--- config.mk ---
export PLATFORM = sky130hd
export DESIGN_NAME = arec_top
export DESIGN_NICKNAME = d
export VERILOG_FILES = /design/src/arec_pkg.sv /design/src/arec_excite.sv /design/src/arec_rate_gen.sv /design/src/arec_top.sv
export SDC_FILE = /design/constraint.sdc
export NUM_CORES = 1
export LEC_CHECK = 0
export BUFFER_PORTS_ARGS = -buffer_cell sky130_fd_sc_hd__buf_2
export CAP_MARGIN = 20
export CORE_ASPECT_RATIO = 1.5
export CORE_MARGIN = 2
export CORE_UTILIZATION = 40
export DETAILED_ROUTE_END_ITERATION = 10
export GPL_ROUTABILITY_DRIVEN = 0
export HOLD_SLACK_MARGIN = 0.05
export REMOVE_ABC_BUFFERS = 1
export SYNTH_ARGS = -nofsm -noshare
export SYNTH_HDL_FRONTEND = slang
export SYNTH_SLANG_ARGS = --single-unit
--- constraint.sdc ---
create_clock -name clk_i -period 6.2 [get_ports clk_i]
set_input_delay 0.31 -clock clk_i [delete_from_list [all_inputs] [get_ports clk_i]]
set_output_delay 0.31 -clock clk_i [all_outputs]
set_load 0.005 [all_outputs]
--- src/arec_pkg.sv ---
package arec_pkg;

  // ****************************************
  // Register map
  // ****************************************
  localparam logic [7:0] DECIM_ADDR = 8'hD4;
  localparam logic [7:0] EXC_ADDR = 8'hD5;
  localparam logic [7:0] DECIM_RESET = 8'h45;
  localparam logic [7:0] EXC_RESET = 8'h00;

  // ****************************************
  // Excitation control fields
  // ****************************************
  localparam int EXC_BURNOUT_BIT = 6;
  localparam int EXC_SRC2_SEL_BIT = 3;
  localparam int EXC_SRC1_SEL_BIT = 2;
  localparam int EXC_SRC2_EN_BIT = 1;
  localparam int EXC_SRC1_EN_BIT = 0;
  localparam logic [7:0] EXC_IMPL_MASK = 8'h4F;

  // ****************************************
  // Rate and timing
  // ****************************************
  localparam int TIMEBASE_HZ = 32768;
  localparam int RATE_BASE = 8;
  localparam int CHOP_FACTOR = 3;
  localparam logic [7:0] CHOP_MIN_WORD = 8'h0D;
  localparam logic [7:0] NOCHOP_MIN_WORD = 8'h01;
  localparam int PERIOD_W = 13;

  // Primary channel pair codes
  localparam logic [1:0] PAIR_OTHER = 2'h0;
  localparam logic [1:0] PAIR_56 = 2'h1;
  localparam logic [1:0] PAIR_78 = 2'h2;

  typedef struct packed {
    logic [7:0] addr;
    logic wr;
    logic rd;
    logic [7:0] wdata;
  } arec_sfr_req_t;

  typedef struct packed {
    logic src1_analog_input_seven;
    logic src1_analog_input_eight;
    logic src2_analog_input_seven;
    logic src2_analog_input_eight;
    logic [1:0] analog_input_seven_count;
    logic [1:0] analog_input_eight_count;
    logic burnout_56;
    logic burnout_78;
  } arec_exc_t;

endpackage

--- src/arec_excite.sv ---
`timescale 1ns/1ns
`default_nettype none
module arec_excite (
  input wire logic [7:0] ctrl_i,
  input wire logic [1:0] pair_i,
  output arec_pkg::arec_exc_t exc_o
);

  logic s1_en, s2_en, s1_sel, s2_sel;

  // ****************************************
  // Source routing decode
  // ****************************************
  always_comb begin
    s1_en = ctrl_i[arec_pkg::EXC_SRC1_EN_BIT];
    s2_en = ctrl_i[arec_pkg::EXC_SRC2_EN_BIT];
    s1_sel = ctrl_i[arec_pkg::EXC_SRC1_SEL_BIT];
    s2_sel = ctrl_i[arec_pkg::EXC_SRC2_SEL_BIT];
    exc_o.src1_analog_input_seven = s1_en && !s1_sel; // RQ10 RQ11
    exc_o.src1_analog_input_eight = s1_en && s1_sel; // RQ10 RQ11
    exc_o.src2_analog_input_eight = s2_en && !s2_sel; // RQ9 RQ11
    exc_o.src2_analog_input_seven = s2_en && s2_sel; // RQ9 RQ11
    // Both sources may land on one pin; count shows the doubled drive
    exc_o.analog_input_seven_count = {1'b0, exc_o.src1_analog_input_seven} + {1'b0, exc_o.src2_analog_input_seven}; // RQ15
    exc_o.analog_input_eight_count = {1'b0, exc_o.src1_analog_input_eight} + {1'b0, exc_o.src2_analog_input_eight}; // RQ15
    exc_o.burnout_56 = ctrl_i[arec_pkg::EXC_BURNOUT_BIT]
                       && (pair_i == arec_pkg::PAIR_56); // RQ8
    exc_o.burnout_78 = ctrl_i[arec_pkg::EXC_BURNOUT_BIT]
                       && (pair_i == arec_pkg::PAIR_78); // RQ8
  end

endmodule
`default_nettype wire

--- src/arec_rate_gen.sv ---
`timescale 1ns/1ns
`default_nettype none
module arec_rate_gen #(
  parameter int PERIOD_W = arec_pkg::PERIOD_W
) (
  input wire logic clk_i,
  input wire logic rstn_i,
  input wire logic ce_i,
  input wire logic tick_i,
  input wire logic [PERIOD_W-1:0] period_i,
  output logic done_o,
  output logic [PERIOD_W-1:0] count_o
);

  logic [PERIOD_W-1:0] cnt_q, cnt_d;
  logic done_q, done_d;

  // ****************************************
  // Decimation counter
  // ****************************************
  always_comb begin
    cnt_d = cnt_q;
    done_d = 1'b0;
    if (tick_i) begin
      // Compare with >= so a shortened period never overruns
      if (cnt_q >= period_i - PERIOD_W'(1)) begin
        cnt_d = '0;
        done_d = 1'b1;
      end else begin
        cnt_d = cnt_q + PERIOD_W'(1);
      end
    end
  end

  always_ff @(posedge clk_i) begin
    if (!rstn_i) begin
      cnt_q <= '0;
      done_q <= 1'b0;
    end else if (ce_i) begin
      cnt_q <= cnt_d;
      done_q <= done_d;
    end
  end

  assign done_o = done_q;
  assign count_o = cnt_q;

endmodule
`default_nettype wire

--- src/arec_top.sv ---
// How it works
// RQ1: The decimation word register sets the filter decimation factor and so the result rate.
// RQ2: With chopping on a result comes every three times eight times the word timebase ticks.
// RQ3: With chopping off a result comes every eight times the word timebase ticks.
// RQ4: Chopping is on when the chop-disable bit is 0 and off when it is 1.
// RQ5: With chopping on a word below 13 is used as 13.
// RQ6: During calibration the programmed word stays in use and is never forced to 255.
// RQ7: Software should load 255 before a calibration for best results.
// RQ8: The burnout enable bit drives burnout currents only on input pairs five/six or seven/eight.
// RQ9: Source two goes to input eight when its select bit is 0 and input seven when it is 1.
// RQ10: Source one goes to input seven when its select bit is 0 and input eight when it is 1.
// RQ11: Each source is on only while its enable bit is set.
// RQ12: An excitation write acts at once and never restarts the conversion sequence.
// RQ13: After a source change software discards results until the third or fourth one.
// RQ14: Bits 7, 5 and 4 of the excitation register ignore writes.
// RQ15: Both sources may select the same pin, doubling its drive.
// RQ16: A counter on the timebase ticks ends each conversion with a one-cycle done strobe.
// RQ17: The unimplemented excitation bits read as zero.
`timescale 1ns/1ns
`default_nettype none
module arec_top #(
  parameter int PERIOD_W = arec_pkg::PERIOD_W
) (
  input wire logic clk_i,
  input wire logic rstn_i,
  input wire logic ce_i,
  input wire arec_pkg::arec_sfr_req_t sfr_req_i,
  output logic [7:0] sfr_rdata_o,
  input wire logic chop_disable_bit_i,
  input wire logic cal_active_i,
  input wire logic mod_tick_i,
  input wire logic [1:0] prim_pair_i,
  output logic conv_done_o,
  output logic [7:0] decimation_value_o,
  output arec_pkg::arec_exc_t exc_o
);

  // ****************************************
  // Helpers
  // ****************************************
  function automatic logic [7:0] eff_word(input logic [7:0] w, input logic chop_on);
    logic [7:0] lim;
    lim = chop_on ? arec_pkg::CHOP_MIN_WORD : arec_pkg::NOCHOP_MIN_WORD;
    eff_word = (w < lim) ? lim : w; // RQ5
  endfunction

  function automatic logic [PERIOD_W-1:0] conv_period(input logic [7:0] w,
                                                      input logic chop_on);
    logic [PERIOD_W-1:0] base;
    base = PERIOD_W'(arec_pkg::RATE_BASE) * PERIOD_W'(w);
    conv_period = chop_on ? PERIOD_W'(arec_pkg::CHOP_FACTOR) * base : base; // RQ2 RQ3
  endfunction

  // ****************************************
  // Registers
  // ****************************************
  logic [7:0] decim_q, decim_d;
  logic [7:0] exc_ctrl_q, exc_ctrl_d;
  logic [7:0] rdata_q, rdata_d;
  logic [7:0] eff_q, eff_d;
  arec_pkg::arec_exc_t exc_q, exc_d;
  logic chop_on;
  logic wr_decim, wr_exc;
  logic [PERIOD_W-1:0] period;
  logic [PERIOD_W-1:0] rate_count;
  logic done;

  assign chop_on = !chop_disable_bit_i; // RQ4
  assign wr_decim = sfr_req_i.wr && (sfr_req_i.addr == arec_pkg::DECIM_ADDR);
  assign wr_exc = sfr_req_i.wr && (sfr_req_i.addr == arec_pkg::EXC_ADDR);

  always_comb begin
    decim_d = decim_q;
    exc_ctrl_d = exc_ctrl_q;
    rdata_d = rdata_q;
    // Calibration does not touch the word
    if (wr_decim) begin
      decim_d = sfr_req_i.wdata; // RQ1 RQ6
    end
    if (wr_exc) begin
      exc_ctrl_d = sfr_req_i.wdata & arec_pkg::EXC_IMPL_MASK; // RQ14
    end
    if (sfr_req_i.rd) begin
      case (sfr_req_i.addr)
        arec_pkg::DECIM_ADDR: rdata_d = decim_q;
        arec_pkg::EXC_ADDR: rdata_d = exc_ctrl_q; // RQ17
        default: rdata_d = 8'h00;
      endcase
    end
  end

  always_ff @(posedge clk_i) begin
    if (!rstn_i) begin
      decim_q <= arec_pkg::DECIM_RESET;
      exc_ctrl_q <= arec_pkg::EXC_RESET;
      rdata_q <= 8'h00;
    end else if (ce_i) begin
      decim_q <= decim_d;
      exc_ctrl_q <= exc_ctrl_d;
      rdata_q <= rdata_d;
    end
  end

  // ****************************************
  // Conversion rate
  // ****************************************
  // Period follows the live chop setting; takes hold at the next tick, inside the running conversion
  assign period = conv_period(eff_word(decim_q, chop_on), chop_on); // RQ1

  arec_rate_gen #(
    .PERIOD_W(PERIOD_W)
  ) u_rate (
    .clk_i(clk_i),
    .rstn_i(rstn_i),
    .ce_i(ce_i),
    .tick_i(mod_tick_i),
    .period_i(period),
    .done_o(done),
    .count_o(rate_count)
  ); // RQ16

  // ****************************************
  // Excitation outputs
  // ****************************************
  // No link to the rate counter, so writes never restart a conversion
  arec_excite u_exc (
    .ctrl_i(exc_ctrl_q),
    .pair_i(prim_pair_i),
    .exc_o(exc_d)
  ); // RQ12

  assign eff_d = eff_word(decim_q, chop_on);

  always_ff @(posedge clk_i) begin
    if (!rstn_i) begin
      exc_q <= '0;
      eff_q <= arec_pkg::DECIM_RESET;
    end else if (ce_i) begin
      exc_q <= exc_d;
      eff_q <= eff_d;
    end
  end

  assign exc_o = exc_q;
  assign decimation_value_o = eff_q;
  assign conv_done_o = done;
  assign sfr_rdata_o = rdata_q;

  // ****************************************
  // Assertions
  // ****************************************
  // Tick count per conversion, checked only when the period held all along
  logic [PERIOD_W-1:0] since_done_q;
  logic [PERIOD_W-1:0] period_q;
  logic period_stable_q;

  always_ff @(posedge clk_i) begin
    if (!rstn_i) begin
      since_done_q <= '0;
      period_q <= '0;
      period_stable_q <= 1'b0;
    end else if (ce_i) begin
      period_q <= period;
      if (done) begin
        // A tick in the strobe cycle already belongs to the next conversion
        since_done_q <= PERIOD_W'(mod_tick_i);
        period_stable_q <= 1'b1;
      end else if (mod_tick_i) begin
        since_done_q <= since_done_q + PERIOD_W'(1);
      end
      if (period != period_q) begin
        period_stable_q <= 1'b0;
      end
    end
  end

  a_clamp_min_word: assert property (@(posedge clk_i) disable iff (!rstn_i) // RQ5
    (ce_i && chop_on && decim_q < 8'h0D) |=> (decimation_value_o == 8'h0D))
    else $error("Chop-on word below 13 not clamped");

  a_period_chop_on: assert property (@(posedge clk_i) disable iff (!rstn_i) // RQ2
    chop_on |-> (period == PERIOD_W'(24)
      * ((decim_q < 8'h0D) ? PERIOD_W'(13) : PERIOD_W'(decim_q))))
    else $error("Chop-on period not 24 times word");

  a_period_chop_off: assert property (@(posedge clk_i) disable iff (!rstn_i) // RQ3
    (!chop_on && decim_q != 8'h00) |-> (period == PERIOD_W'(8) * PERIOD_W'(decim_q)))
    else $error("Chop-off period not 8 times word");

  a_chop_sense: assert property (@(posedge clk_i) disable iff (!rstn_i) // RQ4
    (chop_disable_bit_i && decim_q == 8'h03) |-> (period == PERIOD_W'(24)))
    else $error("Chop-disable bit sensed wrongly");

  a_cal_keeps_word: assert property (@(posedge clk_i) disable iff (!rstn_i) // RQ6
    (ce_i && cal_active_i && !wr_decim) |=> (decim_q == $past(decim_q)))
    else $error("Word changed during calibration");

  a_done_spacing: assert property (@(posedge clk_i) disable iff (!rstn_i) // RQ16
    (done && period_stable_q) |-> (since_done_q == period))
    else $error("Done strobe at wrong tick count");

  a_done_single: assert property (@(posedge clk_i) disable iff (!rstn_i) // RQ16
    (ce_i && done) |=> !done)
    else $error("Done strobe longer than one cycle");

  a_write_no_restart: assert property (@(posedge clk_i) disable iff (!rstn_i) // RQ12
    (ce_i && wr_exc && !mod_tick_i) |=> (rate_count == $past(rate_count)))
    else $error("Excitation write disturbed conversion");

  a_src_routing: assert property (@(posedge clk_i) disable iff (!rstn_i) // RQ9
    (ce_i && wr_exc && sfr_req_i.wdata[3:0] == 4'hA) ##1 ce_i
    |=> (exc_o.src2_analog_input_seven && !exc_o.src2_analog_input_eight && !exc_o.src1_analog_input_seven && !exc_o.src1_analog_input_eight))
    else $error("Source two not routed to input seven");

  a_src1_to_eight: assert property (@(posedge clk_i) disable iff (!rstn_i) // RQ10
    (ce_i && wr_exc && sfr_req_i.wdata[3:0] == 4'h7) ##1 ce_i
    |=> (exc_o.src1_analog_input_eight && exc_o.src2_analog_input_eight && exc_o.analog_input_eight_count == 2'h2))
    else $error("Source one or shared pin drive wrong");

  a_unimpl_zero: assert property (@(posedge clk_i) disable iff (!rstn_i) // RQ17
    (ce_i && sfr_req_i.rd && sfr_req_i.addr == arec_pkg::EXC_ADDR)
    |=> (sfr_rdata_o[7] == 1'b0 && sfr_rdata_o[5:4] == 2'h0))
    else $error("Unimplemented bits read nonzero");

  a_burnout_pairs: assert property (@(posedge clk_i) disable iff (!rstn_i) // RQ8
    (ce_i && (prim_pair_i == arec_pkg::PAIR_OTHER || !exc_ctrl_q[6]))
    |=> (!exc_o.burnout_56 && !exc_o.burnout_78))
    else $error("Burnout enabled off allowed pairs");

  a_write_lands: assert property (@(posedge clk_i) disable iff (!rstn_i) // RQ1
    (ce_i && wr_decim) |=> (decim_q == $past(sfr_req_i.wdata)))
    else $error("Decimation word write lost");

  a_read_decim: assert property (@(posedge clk_i) disable iff (!rstn_i) // RQ1
    (ce_i && sfr_req_i.rd && sfr_req_i.addr == arec_pkg::DECIM_ADDR)
    |=> (sfr_rdata_o == $past(decim_q)))
    else $error("Decimation word read back wrong");

  a_unmapped_read: assert property (@(posedge clk_i) disable iff (!rstn_i) // RQ17
    (ce_i && sfr_req_i.rd && sfr_req_i.addr != arec_pkg::DECIM_ADDR
      && sfr_req_i.addr != arec_pkg::EXC_ADDR) |=> (sfr_rdata_o == 8'h00))
    else $error("Unmapped read not zero");

  a_word_unclamped: assert property (@(posedge clk_i) disable iff (!rstn_i) // RQ5
    (ce_i && chop_on && decim_q >= 8'h0D) |=> (decimation_value_o == $past(decim_q)))
    else $error("Chop-on word altered although not below 13");

  a_nochop_word: assert property (@(posedge clk_i) disable iff (!rstn_i) // RQ3
    (ce_i && !chop_on)
    |=> (decimation_value_o == (($past(decim_q) == 8'h00) ? 8'h01 : $past(decim_q))))
    else $error("Chop-off effective word wrong");

  a_src1_enable: assert property (@(posedge clk_i) disable iff (!rstn_i) // RQ11
    (ce_i && !exc_ctrl_q[arec_pkg::EXC_SRC1_EN_BIT])
    |=> !(exc_o.src1_analog_input_seven || exc_o.src1_analog_input_eight))
    else $error("Source one drives while disabled");

  a_src2_enable: assert property (@(posedge clk_i) disable iff (!rstn_i) // RQ11
    (ce_i && !exc_ctrl_q[arec_pkg::EXC_SRC2_EN_BIT])
    |=> !(exc_o.src2_analog_input_seven || exc_o.src2_analog_input_eight))
    else $error("Source two drives while disabled");

  a_src1_seven: assert property (@(posedge clk_i) disable iff (!rstn_i) // RQ10
    (ce_i && exc_ctrl_q[0] && !exc_ctrl_q[2]) |=> (exc_o.src1_analog_input_seven && !exc_o.src1_analog_input_eight))
    else $error("Source one not routed to input seven");

  a_src2_eight: assert property (@(posedge clk_i) disable iff (!rstn_i) // RQ9
    (ce_i && exc_ctrl_q[1] && !exc_ctrl_q[3]) |=> (exc_o.src2_analog_input_eight && !exc_o.src2_analog_input_seven))
    else $error("Source two not routed to input eight");

  a_unimpl_dropped: assert property (@(posedge clk_i) disable iff (!rstn_i) // RQ14
    (ce_i && wr_exc) |=> (exc_ctrl_q[7] == 1'b0 && exc_ctrl_q[5:4] == 2'h0
      && exc_ctrl_q[6] == $past(sfr_req_i.wdata[6])))
    else $error("Unimplemented excitation bits kept");

  a_pin7_double: assert property (@(posedge clk_i) disable iff (!rstn_i) // RQ15
    (exc_o.src1_analog_input_seven && exc_o.src2_analog_input_seven) |-> (exc_o.analog_input_seven_count == 2'h2))
    else $error("Input seven drive count wrong");

  a_pin8_double: assert property (@(posedge clk_i) disable iff (!rstn_i) // RQ15
    (exc_o.src1_analog_input_eight && exc_o.src2_analog_input_eight) |-> (exc_o.analog_input_eight_count == 2'h2))
    else $error("Input eight drive count wrong");

  // Clock enable low must hold the word and excitation registers, the counter and the done strobe
  a_ce_freeze: assert property (@(posedge clk_i) disable iff (!rstn_i) // RQ16
    !ce_i |=> (decim_q == $past(decim_q) && exc_ctrl_q == $past(exc_ctrl_q)
      && rate_count == $past(rate_count) && conv_done_o == $past(conv_done_o)))
    else $error("State moved while clock enable was low");

  a_rdata_hold: assert property (@(posedge clk_i) disable iff (!rstn_i) // RQ17
    !(ce_i && sfr_req_i.rd) |=> $stable(sfr_rdata_o))
    else $error("Read data moved without a read");

  // ****************************************
  // Cover points
  // ****************************************

  c_conv_done: cover property (@(posedge clk_i) disable iff (!rstn_i) done);

  c_cal_done: cover property (@(posedge clk_i) disable iff (!rstn_i)
    cal_active_i && done);

  c_double_drive: cover property (@(posedge clk_i) disable iff (!rstn_i)
    exc_o.analog_input_seven_count == 2'h2);

  c_chop_off_done: cover property (@(posedge clk_i) disable iff (!rstn_i)
    !chop_on && done);

  c_burnout_pair: cover property (@(posedge clk_i) disable iff (!rstn_i)
    exc_o.burnout_56 || exc_o.burnout_78);

endmodule
`default_nettype wire

Word level (Yosys, flattened, before mapping) --
Cells that the tools add are included.
Word-level totals: flip-flop bits (word level) 53, input port bits 26, output and inout port bits 27, word-level logic and storage cells 46
Cells by class: $add $sub $neg 4, multiply operators 1, magnitude comparators 2, equality and inequality tests 4, muxes and demuxes 7, reduce and logical (&&, ||, !) cells 14
Operators by type and width (number):
- $mux 13 | 2
- $eq 8x8->1 const B | 2
- $pmux 8 s2 | 1
- $add 13x1->13 const B | 1
- $ge 13x13->1 | 1
- $sub 13x1->13 const B | 1
- $mul 2x8->10 const A | 1
- $logic_and 1x1->1 | 8
- $lt 8x4->1 | 1
- $mux 8 | 1
- $reduce_and 2->1 | 4
- $add 1x1->2 | 2
- $mux 4 | 1
- $eq 2x1->1 const B | 1
- $eq 2x2->1 const B | 1
- $logic_not 1->1 | 2
- $mux 1 | 2

Depth between registers and ports, before layout --
word-level depth 9, depth in mapped cells 26, depth with buffers taken out 24

Modules after synthesis --
Synthesis repeated with hierarchy kept, for this count alone.
Unflattened totals: cell total of the unflattened synthesis 367, area, all modules 3273.1 µm²
Modules (own cells, without submodules):
- arec_top | instances 1, cells an instance 217, area an instance 2023.2 µm², sequential area each 780.7 µm²
- arec_rate_gen | instances 1, cells an instance 142, area an instance 1182.4 µm², sequential area each 280.3 µm²
- arec_excite | instances 1, cells an instance 8, area an instance 67.6 µm², sequential area each 0.0 µm²

Worst setup path after synthesis --
OpenSTA, ideal clock, no wires.
kind flip-flop to flip-flop, from reg decim_q[3], to reg u_rate.cnt_q[10] (netlist: u_rate.count_o[10]), library setup time 65 ps, data arrival time 4676 ps, data required time 6135 ps, slack 1459 ps, cell stages (with the launch flop) 23, path buffers 1, clock period less this slack 4741 ps, path through dfxtp_1 > ha_1 > o21ai_0 > o21ai_0 > nand2_1 > inv_1 > ha_1 > inv_1 > fa_1 > nor2b_1 > o21ai_0 > a21oi_1 > nor2_1 > nand4_1 > or4b_1 > xor2_1 > ha_1 > a21oi_1 > nand2_1 > a211oi_1 > o21ai_0 > clkbuf_1 > nor2_1
Between the ends: longest elaborated chain between the ends 7
Ends and longest elaborated chain:
- start: declaration | RTL line arec_top.sv:57 | logic [7:0] decim_q, decim_d;
- start signal: assignment | RTL line arec_top.sv:94 | decim_q <= arec_pkg::DECIM_RESET;
- start signal: assignment | RTL line arec_top.sv:98 | decim_q <= decim_d;
- $lt 8x4->1 *
- $mux 8 *
- net eff_d[1] | RTL line arec_top.sv:60 | logic [7:0] eff_q, eff_d;
- $mul 2x8->10 | RTL line arec_top.sv:51 | conv_period = chop_on ? PERIOD_W'(arec_pkg::CHOP_FACTOR) * base : base;
- $mux 13 * | RTL line arec_top.sv:51
- $sub 13x1->13 * | RTL line arec_rate_gen.sv:26 | if (cnt_q >= period_i - PERIOD_W'(1)) begin
- $ge 13x13->1 * | RTL line arec_rate_gen.sv:26
- $mux 13 * | RTL line arec_rate_gen.sv:26
- end signal: assignment | RTL line arec_rate_gen.sv:40 | cnt_q <= cnt_d;
- end: declaration | RTL line arec_rate_gen.sv:15 | logic [PERIOD_W-1:0] cnt_q, cnt_d;
Mark *: on every way through the listed nets, which the timed path passes. The rest lies on a longest branch. A chain may end at the register's enable or synchronous reset.

Worst setup path after layout --
from reg decim_q[6], to reg u_rate.cnt_q[12] (netlist: u_rate.count_o[12])
Same word-level chain as after synthesis.

==> results_dict.tcl <==
set metrics [dict create \
    status "finished clean" \
    synth-edff-count 0 \
    cts_tree "yes" \
    synth-seq-area-share_pct 32.9 \
    vias 2684 \
    synth_top_flop_cell "dfxtp_1" \
    worstPathMaxFanout 12 \
    skew_ns 0.00407 \
    io_buffers 51 \
    vias_per_cell 5.08 \
    grt_setup_unrepaired "false" \
    grt_max_degree 44 \
    row_count 40 \
    syn_area_per_cell_um2 8.51 \
    worst_hold_path_type "in -> reg" \
    drive_above_1_share_pct 16.5 \
    cts.sink_count 53 \
    wl_met1_um 2940 \
    drt_wl_total_um 7030 \
    synthTopCellsByArea "dfxtp_1 33%, ha_1 8.9%, mux2i_1 7.4%" \
    power.density_nw_per_um2 182 \
    ys_ff_latch 53 \
    peakVddDrop_v 0.000125 \
    synthDistinctLibCells 52 \
    cts_buffer_depth 2 \
    yosys.area.top_type "dfxtp_1" \
    io_pins 53 \
    die_area_um2 8810 \
    area_growth_pct 14.9 \
    dr_wl_met2_um 3710 \
    initial_core_util_pct 40.8 \
    antenna_left 0 \
    hold_violations 0 \
    worst_r2r_endpoint "u_rate.count_o[12]" \
    chipHeight_um 114 \
    fin_crit_sh_pct 83.2 \
    worst_pin_slew_ns 0.667 \
    htreeDepth 2 \
    r2r_start "decim_q[6]" \
    synth_warnings 0 \
    cp-start-kind "flop" \
    syn-cell-area_um2 3230 \
    grt_use_total_pct 17.0 \
    crit_end "u_rate.count_o[12]" \
    path_class "reg -> reg" \
    fin_tns_setup_ns 0 \
    holdBufCountCts 0 \
    fp.dieW_um 77.3 \
    cap_violations 0 \
    r2r_cells 23 \
    clk_pin_slew_ns 0.07 \
    crit_start "decim_q[6]" \
    first_pass_iters 4 \
    cp.required_ns 6.44 \
    synth_commonest_cells "53 x dfxtp_1, 36 x nand2_1, 32 x nor2b_1" \
    synthCells 379 \
    drv_slew 0 \
    cp.arrival_ns 5.39 \
    wl_per_cell_um 13.3 \
    cts_resized 0 \
    crit_path_end_kind "flop" \
    post-synth-top-count-cell "dfxtp_1" \
    finalSetupViolCount 0 \
    r2r_slack_ns 1.04 \
    antenna_found_initial 0 \
    fillerInstances 831 \
    dpl.hpwl_um 5360 \
    holdWs_ns 0.236 \
    cts_buffers 5 \
    grt.overflow.total 0 \
    clock_latency_ns 0.30 \
    yosysTopAreaCellShare_pct 32.9 \
    post_cts_buffers 0 \
    cts-root-buf "clkbuf_16" \
    core_area_um2 7910 \
    max_freq_ghz 0.194 \
    slew_headroom_pct 55.5 \
    ys_async_sr_fraction_pct 0 \
    fin_nets 472 \
    grt_pass1_wl_um 12200 \
    leakage_nw 1.51 \
    top_layer "met4" \
    drcViolationCount 0 \
    wl_met3_um 240 \
    diodes 0 \
    drt_iter0_markers 74 \
    first_global_vias 2686 \
    min_period_ns 5.16 \
]
## metrics by stage
step	util [%]	area, um^2	setup WS (ns)	std cells	total power, mW
after CTS	46.9	3710	0.959	528	0.682
after global placement	45.0	3550	0.819	520	0.392
after global routing	46.9	3710	0.510	528	0.702
after detailed placement	45.0	3550	0.721	520	0.392
final	46.9	3710	1.04	528	0.673
after floorplan	-	3130	1.09	359	0.370
## metal layers
metal,global-route usage [%],vias up
met4,6.31,0
met1,18.6,1218
li1,-,1411
met5,0,-
met2,32.3,43
met3,3.16,12
## logic make-up (layout without fill, tap and decap cells)
family | Yosys count | in the layout | synth area share (%)
AO/OA/AOI/OAI | 71 | 71 | 14.9
XOR/XNOR | 20 | 20 | 5.43
adder cells (fa/ha/maj) | 24 | 24 | 9.54
buffers and inverters | 32 | 76 | 4.34
flip-flops | 53 | 53 | 32.9
multiplexers | 24 | 24 | 7.45
AND/OR/NAND/NOR | 155 | 155 | 25.5
## report_power, final
part	switching, mW	internal, mW	total, mW	leakage (nW)
sequential	0.00151	0.341	0.342	0.427
clock	0.137	0.153	0.289	0.0680
combinational	0.0232	0.0181	0.0413	1.02
total	0.161	0.512	0.673	1.51
## cell type report
type | count | area [um^2] | area share (%)
clock buffers | 5 | 125 | 3.38
well taps | 105 | 131 | 3.54
clock inverters | 3 | 26.3 | 0.709
multi-input cells | 294 | 2020 | 54.6
inverters | 12 | 45.0 | 1.22
flip-flops and latches | 53 | 1060 | 28.6
repair buffers | 56 | 293 | 7.90
## worst max-delay path, stage by stage, from the launching register on
cell      delay, ns
dfxtp_1        0.33
inv_1          0.17
ha_1           0.20
nor4b_4        0.25
o21a_1         0.26
nor2_1         0.11
inv_1          0.09
ha_1           0.20
inv_1          0.06
fa_1           0.44
nor2b_1        0.16
o21ai_0        0.14
a21oi_1        0.08
nor2_1         0.29
nand4_1        0.19
or4b_1         0.56
xor2_1         0.16
ha_1           0.30
a21oi_1        0.30
nand2_1        0.09
a211oi_1       0.27
o21ai_0        0.13
buf_4          0.22
nor2_1         0.10
## placed cells by master (no fill, tap or decap), types with 14 or more instances in the layout
cell type / n
mux2i_1: 24
ha_1: 23
nand2_1: 36
buf_2: 51
nor2_1: 29
o21ai_0: 14
nor2b_1: 32
nand3_1: 14
a21oi_1: 17
dfxtp_1: 53
## worst min path at each step
stage | startpoint | endpoint | depth (start not counted)
3_3_place_gp | decimation_value_o[2] | decimation_value_o[2] | 2
5_1_grt | sfr_req_i[0] | decim_q[0] | 3
6_report | sfr_req_i[0] | decim_q[0] | 3
2_1_floorplan | rstn_i | decimation_value_o[0] | 1
3_5_place_dp | decimation_value_o[2] | decimation_value_o[2] | 2
4_1_cts | sfr_req_i[0] | decim_q[0] | 3
## registers in the layout, summed over array words and instances (netlist names)
| name | flops |
|---|---|
| sfr_rdata_o | 8 |
| decimation_value_o | 8 |
| decim_q | 8 |
| exc_ctrl_q | 5 |
| u_rate.done_o | 1 |
| u_rate.count_o | 13 |
| exc_o | 10 |
Power figures use the tool's default switching activity.
